## src/rtl/lcp_pkg.sv

```systemverilog
// Purpose: Shared constants and types for the ladder command protocol slave port
// Assumes: 40 MHz system clock, serial clock well below a quarter of it
// Notes: Overview of operation follows
// Overview of operation
// Two frame layouts: read-all, write-word others
// Packet error byte is SMBus CRC-8
// Enumeration takes carried address, no PEC
// Forward enumeration with address plus one
// Count query returns two bytes, address
// Count query response ends with 0xFF
// Host enumerates after power cycle
// Host queries count after enumeration
// Stored chain length decides PEC use
// Host sends chain length with PEC
// Broadcast write reaches every device, PEC
// Read-all returns selected register plus PEC
// Single write updates addressed device only
// Write word: addr, cmd, low, high
// Slave port only senses serial clock
// Enumeration byte: 11, five bits LSB-first, 0
// Broadcast address programmable, resets 0x40
// Forwarded address above 0x1F wraps zero
// CRC poly x8+x2+x+1, init zero, MSB-first
`default_nettype none
package lcp_pkg;
   localparam logic [7:0] LCP_BCAST_RST = 8'h40;    // Broadcast address after reset
   localparam logic [7:0] LCP_REG_DEV_ADDR = 8'h01; // Device address register
   localparam logic [7:0] LCP_REG_CHAIN_LEN = 8'h0E; // Chain length command code
   localparam logic [7:0] LCP_REG_BCAST = 8'h0F;    // Broadcast address register
   localparam logic [7:0] LCP_CRC_POLY = 8'h07;     // x^8+x^2+x+1
   localparam logic [7:0] LCP_CRC_INIT = 8'h00;     // Checksum start value
   localparam logic [7:0] LCP_FILL = 8'hFF;         // End-of-response filler
   localparam logic [4:0] LCP_ADDR_RST = 5'h00;     // Device address after reset
   localparam logic [4:0] LCP_LEN_RST = 5'h00;      // Zero means no chain length yet
   localparam logic [3:0] LCP_BIT_ACK = 4'h8;       // Bit count at the ack slot
   localparam logic [3:0] LCP_BIT_POST = 4'h9;      // Bit count after the ack bit
   localparam logic [2:0] LCP_IDX_PEC = 3'h4;       // Byte index of the host PEC

   // Engine states
   typedef enum logic [3:0] {
      LCP_ST_IDLE = 4'b0001,
      LCP_ST_RX = 4'b0010,
      LCP_ST_TX = 4'b0100,
      LCP_ST_IGN = 4'b1000
   } lcp_state_e;

   // Frame kinds
   typedef enum logic [5:0] {
      LCP_K_NONE = 6'b000001,
      LCP_K_ENUM = 6'b000010,
      LCP_K_SINGLE = 6'b000100,
      LCP_K_BWRITE = 6'b001000,
      LCP_K_RDALL = 6'b010000,
      LCP_K_RDCNT = 6'b100000
   } lcp_kind_e;

   // Register write handed to the device register file
   typedef struct packed {
      logic [7:0] reg_code;
      logic [15:0] data;
   } lcp_wr_s;
endpackage
`default_nettype wire

```

## src/rtl/lcp_ladder_slave.sv

```systemverilog
// Purpose: Lower slave port of a chained monitor, command level decode
// Assumes: Serial clock period at least eight system clocks
// Notes: Upper port and register file sit outside; this block hands them pulses
`default_nettype none
module lcp_ladder_slave (
   // Clock, reset, enable
   input wire logic i_clk,
   input wire logic i_resetn,
   input wire logic i_ce,
   // Serial pins (clock sensed only)
   input wire logic i_scl,
   input wire logic i_sda,
   output logic o_sda_out,
   output logic o_sda_oe,
   // Register file side
   input wire logic [15:0] i_rd_data,
   output logic [7:0] o_rd_reg,
   output logic o_wr_valid,
   output lcp_pkg::lcp_wr_s o_wr,
   // Chain state and forwarding
   output logic [4:0] o_own_addr,
   output logic [7:0] o_bcast_addr,
   output logic [4:0] o_chain_len,
   output logic o_fwd_enum,
   output logic [7:0] o_fwd_byte
);
   import lcp_pkg::*;

   logic rst_m, rst_s; // Reset release synchroniser
   logic scl_m, scl_s, scl_d; // Clock pin sync and history
   logic sda_m, sda_s, sda_d; // Data pin sync and history
   logic scl_rise, scl_fall, start_c, stop_c;
   lcp_state_e state;
   lcp_kind_e kind;
   logic [3:0] bit_cnt; // Bits seen in current byte, 8/9 around ack
   logic [6:0] shift; // Received bits
   logic [7:0] rx_byte; // Byte completing at this rise
   logic [2:0] byte_idx; // Bytes of this segment
   logic [2:0] tx_idx; // Bytes sent in read phase
   logic [7:0] tx_shift; // Outgoing byte
   logic [7:0] tx_next; // Byte to load next
   logic ack_me; // Drive ack on this byte
   logic master_ack; // Host acknowledged our byte
   logic [7:0] crc, next_crc;
   logic [7:0] crc_byte; // Checksum at the last byte boundary, ack bit excluded
   logic [4:0] frame_addr; // Address bits of the byte on the line, A0 sits in bit 5
   logic [4:0] frame_next; // Enumeration address handed to the device above
   logic pec_ok; // Checksum matched after PEC byte
   logic [7:0] data_lo, data_hi;
   logic [7:0] cmd;
   logic in_frame;
   logic pec_need, commit;

   // Reset is released through two flops
   always_ff @(posedge i_clk or negedge i_resetn) begin
      if (!i_resetn) begin
         rst_m <= 1'b0;
         rst_s <= 1'b0;
      end else begin
         rst_m <= 1'b1;
         rst_s <= rst_m;
      end
   end

   // Pin synchronisers; first stage feeds only the second
   always_ff @(posedge i_clk or negedge rst_s) begin
      if (!rst_s) begin
         scl_m <= 1'b1;
         scl_s <= 1'b1;
         scl_d <= 1'b1;
         sda_m <= 1'b1;
         sda_s <= 1'b1;
         sda_d <= 1'b1;
      end else if (i_ce) begin
         scl_m <= i_scl;
         scl_s <= scl_m;
         scl_d <= scl_s;
         sda_m <= i_sda;
         sda_s <= sda_m;
         sda_d <= sda_s;
      end
   end

   // Bus events from synchronised copies
   assign scl_rise = scl_s & ~scl_d;
   assign scl_fall = ~scl_s & scl_d;
   assign start_c = scl_s & scl_d & sda_d & ~sda_s;
   assign stop_c = scl_s & scl_d & ~sda_d & sda_s;
   assign rx_byte = {shift, sda_s};
   // Address arrives least significant bit first, so reverse it before use
   assign frame_addr = {rx_byte[1], rx_byte[2], rx_byte[3], rx_byte[4], rx_byte[5]};
   // Five-bit sum drops the carry, so 0x1F moves on to zero
   assign frame_next = frame_addr + 5'h01;

   // Checksum step for the bit on the line
   lcp_crc8_step u_crc (
      .i_crc(crc),
      .i_bit(sda_s),
      .o_crc(next_crc)
   );

   // Host PEC needed once a length is known, and always for setting it
   assign pec_need = (o_chain_len != LCP_LEN_RST) || (cmd == LCP_REG_CHAIN_LEN);
   // Write word complete: address, command, low, high, optional PEC
   assign commit = stop_c && ((kind == LCP_K_BWRITE) || (kind == LCP_K_SINGLE)) &&
                   (pec_need ? (byte_idx == 3'h5 && pec_ok) : (byte_idx == LCP_IDX_PEC));

   // Outgoing byte chosen by command and position
   always_comb begin
      tx_next = LCP_FILL;
      if (kind == LCP_K_RDCNT) begin
         if (tx_idx < 3'h2) begin
            tx_next = {3'b000, o_own_addr};
         end
      end else if (kind == LCP_K_RDALL) begin
         if (tx_idx == 3'h0) begin
            tx_next = i_rd_data[7:0];
         end else if (tx_idx == 3'h1) begin
            tx_next = i_rd_data[15:8];
         end else if (tx_idx == 3'h2) begin
            tx_next = crc;
         end
      end
   end

   // Checksum runs over every data bit of a frame, repeated start included
   always_ff @(posedge i_clk or negedge rst_s) begin
      if (!rst_s) begin
         crc <= LCP_CRC_INIT;
         crc_byte <= LCP_CRC_INIT;
         in_frame <= 1'b0;
      end else if (i_ce) begin
         if (start_c && !in_frame) begin
            crc <= LCP_CRC_INIT;
            crc_byte <= LCP_CRC_INIT;
            in_frame <= 1'b1;
         end else if (start_c) begin
            // The clock rise leading into a repeated start carries no data bit; drop it
            crc <= crc_byte;
         end else if (stop_c) begin
            in_frame <= 1'b0;
         end else if (scl_rise && state != LCP_ST_IGN && state != LCP_ST_IDLE) begin
            if (bit_cnt < LCP_BIT_ACK) begin
               crc <= next_crc;
            end else begin
               crc_byte <= crc; // Byte complete at the ack slot
            end
         end
      end
   end

   // Bit and byte engine
   always_ff @(posedge i_clk or negedge rst_s) begin
      if (!rst_s) begin
         state <= LCP_ST_IDLE;
         kind <= LCP_K_NONE;
         bit_cnt <= 4'h0;
         shift <= 7'h00;
         byte_idx <= 3'h0;
         tx_idx <= 3'h0;
         tx_shift <= LCP_FILL;
         ack_me <= 1'b0;
         master_ack <= 1'b0;
         pec_ok <= 1'b0;
         data_lo <= 8'h00;
         data_hi <= 8'h00;
         cmd <= 8'h00;
         o_sda_oe <= 1'b0;
         o_sda_out <= 1'b0;
         o_own_addr <= LCP_ADDR_RST;
         o_fwd_enum <= 1'b0;
         o_fwd_byte <= 8'h00;
      end else if (i_ce) begin
         o_fwd_enum <= 1'b0;
         o_sda_out <= 1'b0; // Open drain: only ever pulls low
         if (start_c) begin
            // Start or repeated start opens an address byte
            state <= LCP_ST_RX;
            bit_cnt <= 4'h0;
            byte_idx <= 3'h0;
            tx_idx <= 3'h0;
            o_sda_oe <= 1'b0;
         end else if (stop_c) begin
            state <= LCP_ST_IDLE;
            kind <= LCP_K_NONE;
            o_sda_oe <= 1'b0;
         end else if (scl_rise && state != LCP_ST_IDLE && state != LCP_ST_IGN) begin
            if (bit_cnt < LCP_BIT_ACK) begin
               shift <= rx_byte[6:0];
               bit_cnt <= bit_cnt + 4'h1;
            end else begin
               bit_cnt <= LCP_BIT_POST;
               master_ack <= ~sda_s;
            end
            // Byte just completed on the eighth bit
            if (bit_cnt == 4'h7 && state == LCP_ST_RX) begin
               byte_idx <= byte_idx + 3'h1;
               ack_me <= 1'b1;
               if (byte_idx == 3'h0) begin
                  if (rx_byte[7:6] == 2'b11 && !rx_byte[0]) begin
                     kind <= LCP_K_ENUM;
                     o_own_addr <= frame_addr;
                     // Forwarded byte keeps the least-significant-first order
                     o_fwd_byte <= {2'b11, frame_next[0], frame_next[1], frame_next[2], frame_next[3],
                                    frame_next[4], 1'b0};
                     o_fwd_enum <= 1'b1;
                  end else if (rx_byte[7:6] == 2'b10 && !rx_byte[0]) begin
                     kind <= (frame_addr == o_own_addr) ? LCP_K_SINGLE : LCP_K_NONE;
                  end else if (rx_byte[7:1] == o_bcast_addr[7:1]) begin
                     if (rx_byte[0]) begin
                        // Read after repeated start: address register means count query
                        kind <= (cmd == LCP_REG_DEV_ADDR) ? LCP_K_RDCNT : LCP_K_RDALL;
                     end else begin
                        kind <= LCP_K_BWRITE;
                     end
                  end else begin
                     kind <= LCP_K_NONE;
                     ack_me <= 1'b0; // Not ours: stay off the line
                  end
               end else if (byte_idx == 3'h1) begin
                  cmd <= rx_byte;
               end else if (byte_idx == 3'h2) begin
                  data_lo <= rx_byte;
               end else if (byte_idx == 3'h3) begin
                  data_hi <= rx_byte;
               end else if (byte_idx == LCP_IDX_PEC) begin
                  pec_ok <= (next_crc == 8'h00);
               end else begin
                  ack_me <= 1'b0; // Overlong frame is not acknowledged
               end
            end
         end else if (scl_fall && state != LCP_ST_IDLE && state != LCP_ST_IGN) begin
            if (bit_cnt == LCP_BIT_ACK) begin
               // Ack slot: receiver pulls low, transmitter lets go
               o_sda_oe <= (state == LCP_ST_RX) && ack_me;
            end else if (bit_cnt == LCP_BIT_POST) begin
               bit_cnt <= 4'h0;
               o_sda_oe <= 1'b0;
               if ((state == LCP_ST_RX && (kind == LCP_K_RDALL || kind == LCP_K_RDCNT)) ||
                   (state == LCP_ST_TX && master_ack)) begin
                  state <= LCP_ST_TX;
                  tx_shift <= tx_next;
                  o_sda_oe <= ~tx_next[7];
                  tx_idx <= tx_idx + 3'h1;
               end else if (state == LCP_ST_TX) begin
                  state <= LCP_ST_IGN; // Host ended the read with a nack
               end else if (!ack_me) begin
                  state <= LCP_ST_IGN;
               end
            end else if (state == LCP_ST_TX && bit_cnt != 4'h0) begin
               tx_shift <= {tx_shift[6:0], 1'b1};
               o_sda_oe <= ~tx_shift[6];
            end
         end
      end
   end

   // Completed write words land in local state or go to the register file
   always_ff @(posedge i_clk or negedge rst_s) begin
      if (!rst_s) begin
         o_bcast_addr <= LCP_BCAST_RST;
         o_chain_len <= LCP_LEN_RST;
         o_wr_valid <= 1'b0;
         o_wr <= '0;
         o_rd_reg <= 8'h00;
      end else if (i_ce) begin
         o_wr_valid <= 1'b0;
         o_rd_reg <= cmd;
         if (commit) begin
            if (cmd == LCP_REG_BCAST) begin
               o_bcast_addr <= {data_lo[7:1], 1'b0};
            end else if (cmd == LCP_REG_CHAIN_LEN) begin
               o_chain_len <= data_lo[4:0];
            end else begin
               o_wr_valid <= 1'b1;
               o_wr <= '{reg_code: cmd, data: {data_hi, data_lo}};
            end
         end
      end
   end
endmodule // lcp_ladder_slave
`default_nettype wire

```

## src/rtl/lcp_crc8_step.sv

```systemverilog
// Purpose: One bit step of the packet error checksum
// Assumes: Bits arrive most significant first
// Notes: Pure combinational, instantiated in the port engine
`default_nettype none
module lcp_crc8_step (
   // Checksum in and out
   input wire logic [7:0] i_crc,
   input wire logic i_bit,
   output logic [7:0] o_crc
);
   import lcp_pkg::*;
   logic fb; // Feedback bit
   // Shift left, fold in polynomial when the top bit differs from data
   always_comb begin
      fb = i_crc[7] ^ i_bit;
      o_crc = {i_crc[6:0], 1'b0} ^ (fb ? LCP_CRC_POLY : 8'h00);
   end
endmodule // lcp_crc8_step
`default_nettype wire

```

## config.mk

```make
export PLATFORM = sky130hd
export DESIGN_NAME = lcp_ladder_slave
export DESIGN_NICKNAME = d
export VERILOG_FILES = /design/src/rtl/lcp_pkg.sv /design/src/rtl/lcp_ladder_slave.sv /design/src/rtl/lcp_crc8_step.sv
export SDC_FILE = /design/constraint.sdc
export NUM_CORES = 1
export LEC_CHECK = 0
export BUFFER_PORTS_ARGS = -buffer_cell sky130_fd_sc_hd__buf_4
export CAP_MARGIN = 20
export CORE_MARGIN = 2
export CORE_UTILIZATION = 36
export CTS_BUF_LIST = sky130_fd_sc_hd__clkbuf_4 sky130_fd_sc_hd__clkbuf_8 sky130_fd_sc_hd__clkbuf_16
export CTS_CLUSTER_DIAMETER = 200
export DETAILED_ROUTE_END_ITERATION = 7
export PLACE_DENSITY = 0.56
export SYNTH_ARGS = -nofsm -noshare
export SYNTH_HDL_FRONTEND = slang
export SYNTH_SLANG_ARGS = --single-unit
```

## constraint.sdc

```tcl
create_clock -name i_clk -period 12.4 [get_ports i_clk]
set_input_delay 1.86 -clock i_clk [delete_from_list [all_inputs] [get_ports i_clk]]
set_output_delay 1.86 -clock i_clk [all_outputs]
set_load 0.01 [all_outputs]
```

==> impl_metrics.ini <==
[status]
status = complete, no violations

[cts]
postCtsHoldBufs = 0
insertion_delay_ns = 0.42
cts.sinks = 144
cts_tree = built
cts_buffers = 17
cts_buffer_depth = 2
cts_root_buf = clkbuf_16
ctsResizeCount = 0
htreeDepth = 4
path_clk_slew_ns = 0.06
post-cts-setup-buffers = 0

[floorplan]
die-height_um = 142.9
num_io_pins = 83
initial_core_util = 0.3688
die_w_um = 142.9
placementRows = 50
core_um2 = 18830
dieArea_um2 = 20420

[power]
vdd_ir_drop_max_v = 0.00009024
cellLeakagePower_nw = 3.939
total_power_mw = 1.332
powerDensity_nw_per_um2 = 159.3

[critical_path]
worst-path-stages = 6
critical_path_class = primary input to register
r2r_setup_slack_ns = 9.43
crit_required_ns = 12.66
r2r_cells = 5
slowest_stage = nor2_1
crit_fanout = 24
cp.arrival_ns = 3.90
critPathBufInv = 2
path_cells = buf_4 -> inv_1 -> nor2_1 -> o21ai_1 -> a311oi_1 -> a21oi_1
cp_top_family = compound AO/OA/AOI/OAI gates
start_kind = primary input
max_stage_delay_ns = 0.56
r2r_start = state[0]
cp-startpoint = i_ce
endpoint_kind = register

[synth]
syn_area_um2 = 6945
synth_top_area_frac = 0.4612
synth-edff-count = 0
synth_area_leaders = dfrtp_1 (46%), mux2_2 (15%), dfstp_2 (6.1%)
yosysSeqAreaShare = 0.5217
synth.distinct_cells = 63
syn_avg_cell_area_um2 = 11.46
ys_warn_count = 0
async_flop_share = 1.000
synth_top_flop_cell = dfrtp_1
synth_area_leader_cell = dfrtp_1
ys_ff_latch = 144
netlist_instances = 606

[routing]
wl_met2_mm = 7.536
wl_per_cell_um = 17.32
via_per_inst = 5.198
route.top_layer_used = met4
ant_nets = 0
drt_iter0_markers = 370
met1Wirelength_mm = 7.894
route.met3.wl_um = 738
detailedRoute.firstPassIterationCount = 4
wl_mm = 16.36
drc = 0
vias = 4912

[global_route]
grt_max_degree = 77
grt_first_pass_wirelength_mm = 26.74
overflow = 0
grt_antenna_before_repair = 0
grt_util_all_layers = 0.1684
grt_pass1_vias = 4963

[layout]
drive_gt1_frac = 0.3431
fin_nets = 708
register_area_um2 = 3627
largest_register_ffs = 24
largest-register = o_wr
final_cell_mix = dfrtp_1 (127), mux2_2 (92), buf_4 (83)
multi_input_area_um2 = 3092
fill_cells = 1778
syn_to_final_growth_pct = 20.34
diodes = 0
layout_commonest_cell = dfrtp_1

[place]
dp_hpwl_mm = 11.34
port_buffers = 79
place_congestion = 0.8627

[sta]
fin_crit_sh = 0.2930
rsz0062_at_grt = no
max_slew.worst_pin.slew_ns = 0.9961
max_slew_margin = 0.3308
period_minus_slack_ns = 3.634
finalSetupViolations = 0
hold_viol = 0
tns_ns = 0
max_freq_ghz = 0.2752
finClkSkew_ns = 0.01042
drv_slew = 0

[job]
drv_cap = 0

[min_path]
hp-start = rst_m
hold_depth = 0
hold_class = register to register
[cell families after synthesis]
logic type,synth area share
AOI/OAI and AO/OA,0.1038
xor gates and xnor gates,0.02648
adders and majority gates,0.02522
buffers and inverters,0.03423
DFF,0.5217
muxes,0.1535
other,0.001081
and+or+nand+nor,0.1340
[area by class of cell]
class	count	area share
Clock inverter	13	0.01826
Sequential cell	144	0.4340
Multi-Input combinational cell	407	0.3699
Timing Repair Buffer	84	0.07784
Tap cell	260	0.03892
Clock buffer	18	0.05254
Inverter	19	0.008533
[stage by stage]
stage               instance area, um2  utilization  std cells  worst slack, ns  hold slack [ns]
finish                            8358       0.4439        945            8.766           0.3575
global placement                  7731       0.4106        912            8.381           0.3392
detailed placement                7759       0.4120        913            8.309           0.3373
CTS                               8351       0.4435        944            8.744           0.3603
floorplan                         6953            -        608            8.119           0.3312
global route                      8358       0.4439        945            8.452           0.3600
[synth_stat cells (all sizes together), types with 2 or more instances]
master,number
nor3b,9
nand3b,3
mux2,92
a21oi,21
or3b,2
buf,11
a21o,3
mux2i,3
a211oi,11
nor2b,14
a31oi,2
ha,14
dfstp,16
o41ai,8
nor4,6
nand4,4
nand3,13
nor3,25
nand4b,2
a41oi,3
clkbuf,27
o21ai,26
dfrtp,128
a22o,12
or3,6
inv,19
o31ai,3
xor2,14
nand2,37
and3,9
nor2,25
or4b,2
xnor2,7
nand2b,3
or4,3
conb,2
o22ai,3
o32ai,3
[where the power goes]
part | switching, mW | total (mW) | internal, mW
combinational | 0.106 | 0.198 | 0.0925
sequential | 0.0974 | 0.618 | 0.520
clock | 0.210 | 0.516 | 0.306
total | 0.413 | 1.33 | 0.918
[path summary, 6_finish.rpt]
kind                                      end
worst max-delay path                   crc[0]
worst min-delay path                    rst_s
worst max register to register  o_own_addr[3]
worst min register to register          rst_s
max in group asynchronous          bit_cnt[2]
min in group asynchronous         o_rd_reg[7]
[routing by layer]
layer / vias up / track usage
li1: 2321 / -
met2: 115 / 0.2627
met3: 14 / 0.04225
met5: - / 0
met4: 0 / 0.04638
met1: 2462 / 0.2337
No activity file was read; power rests on OpenSTA's default activity.
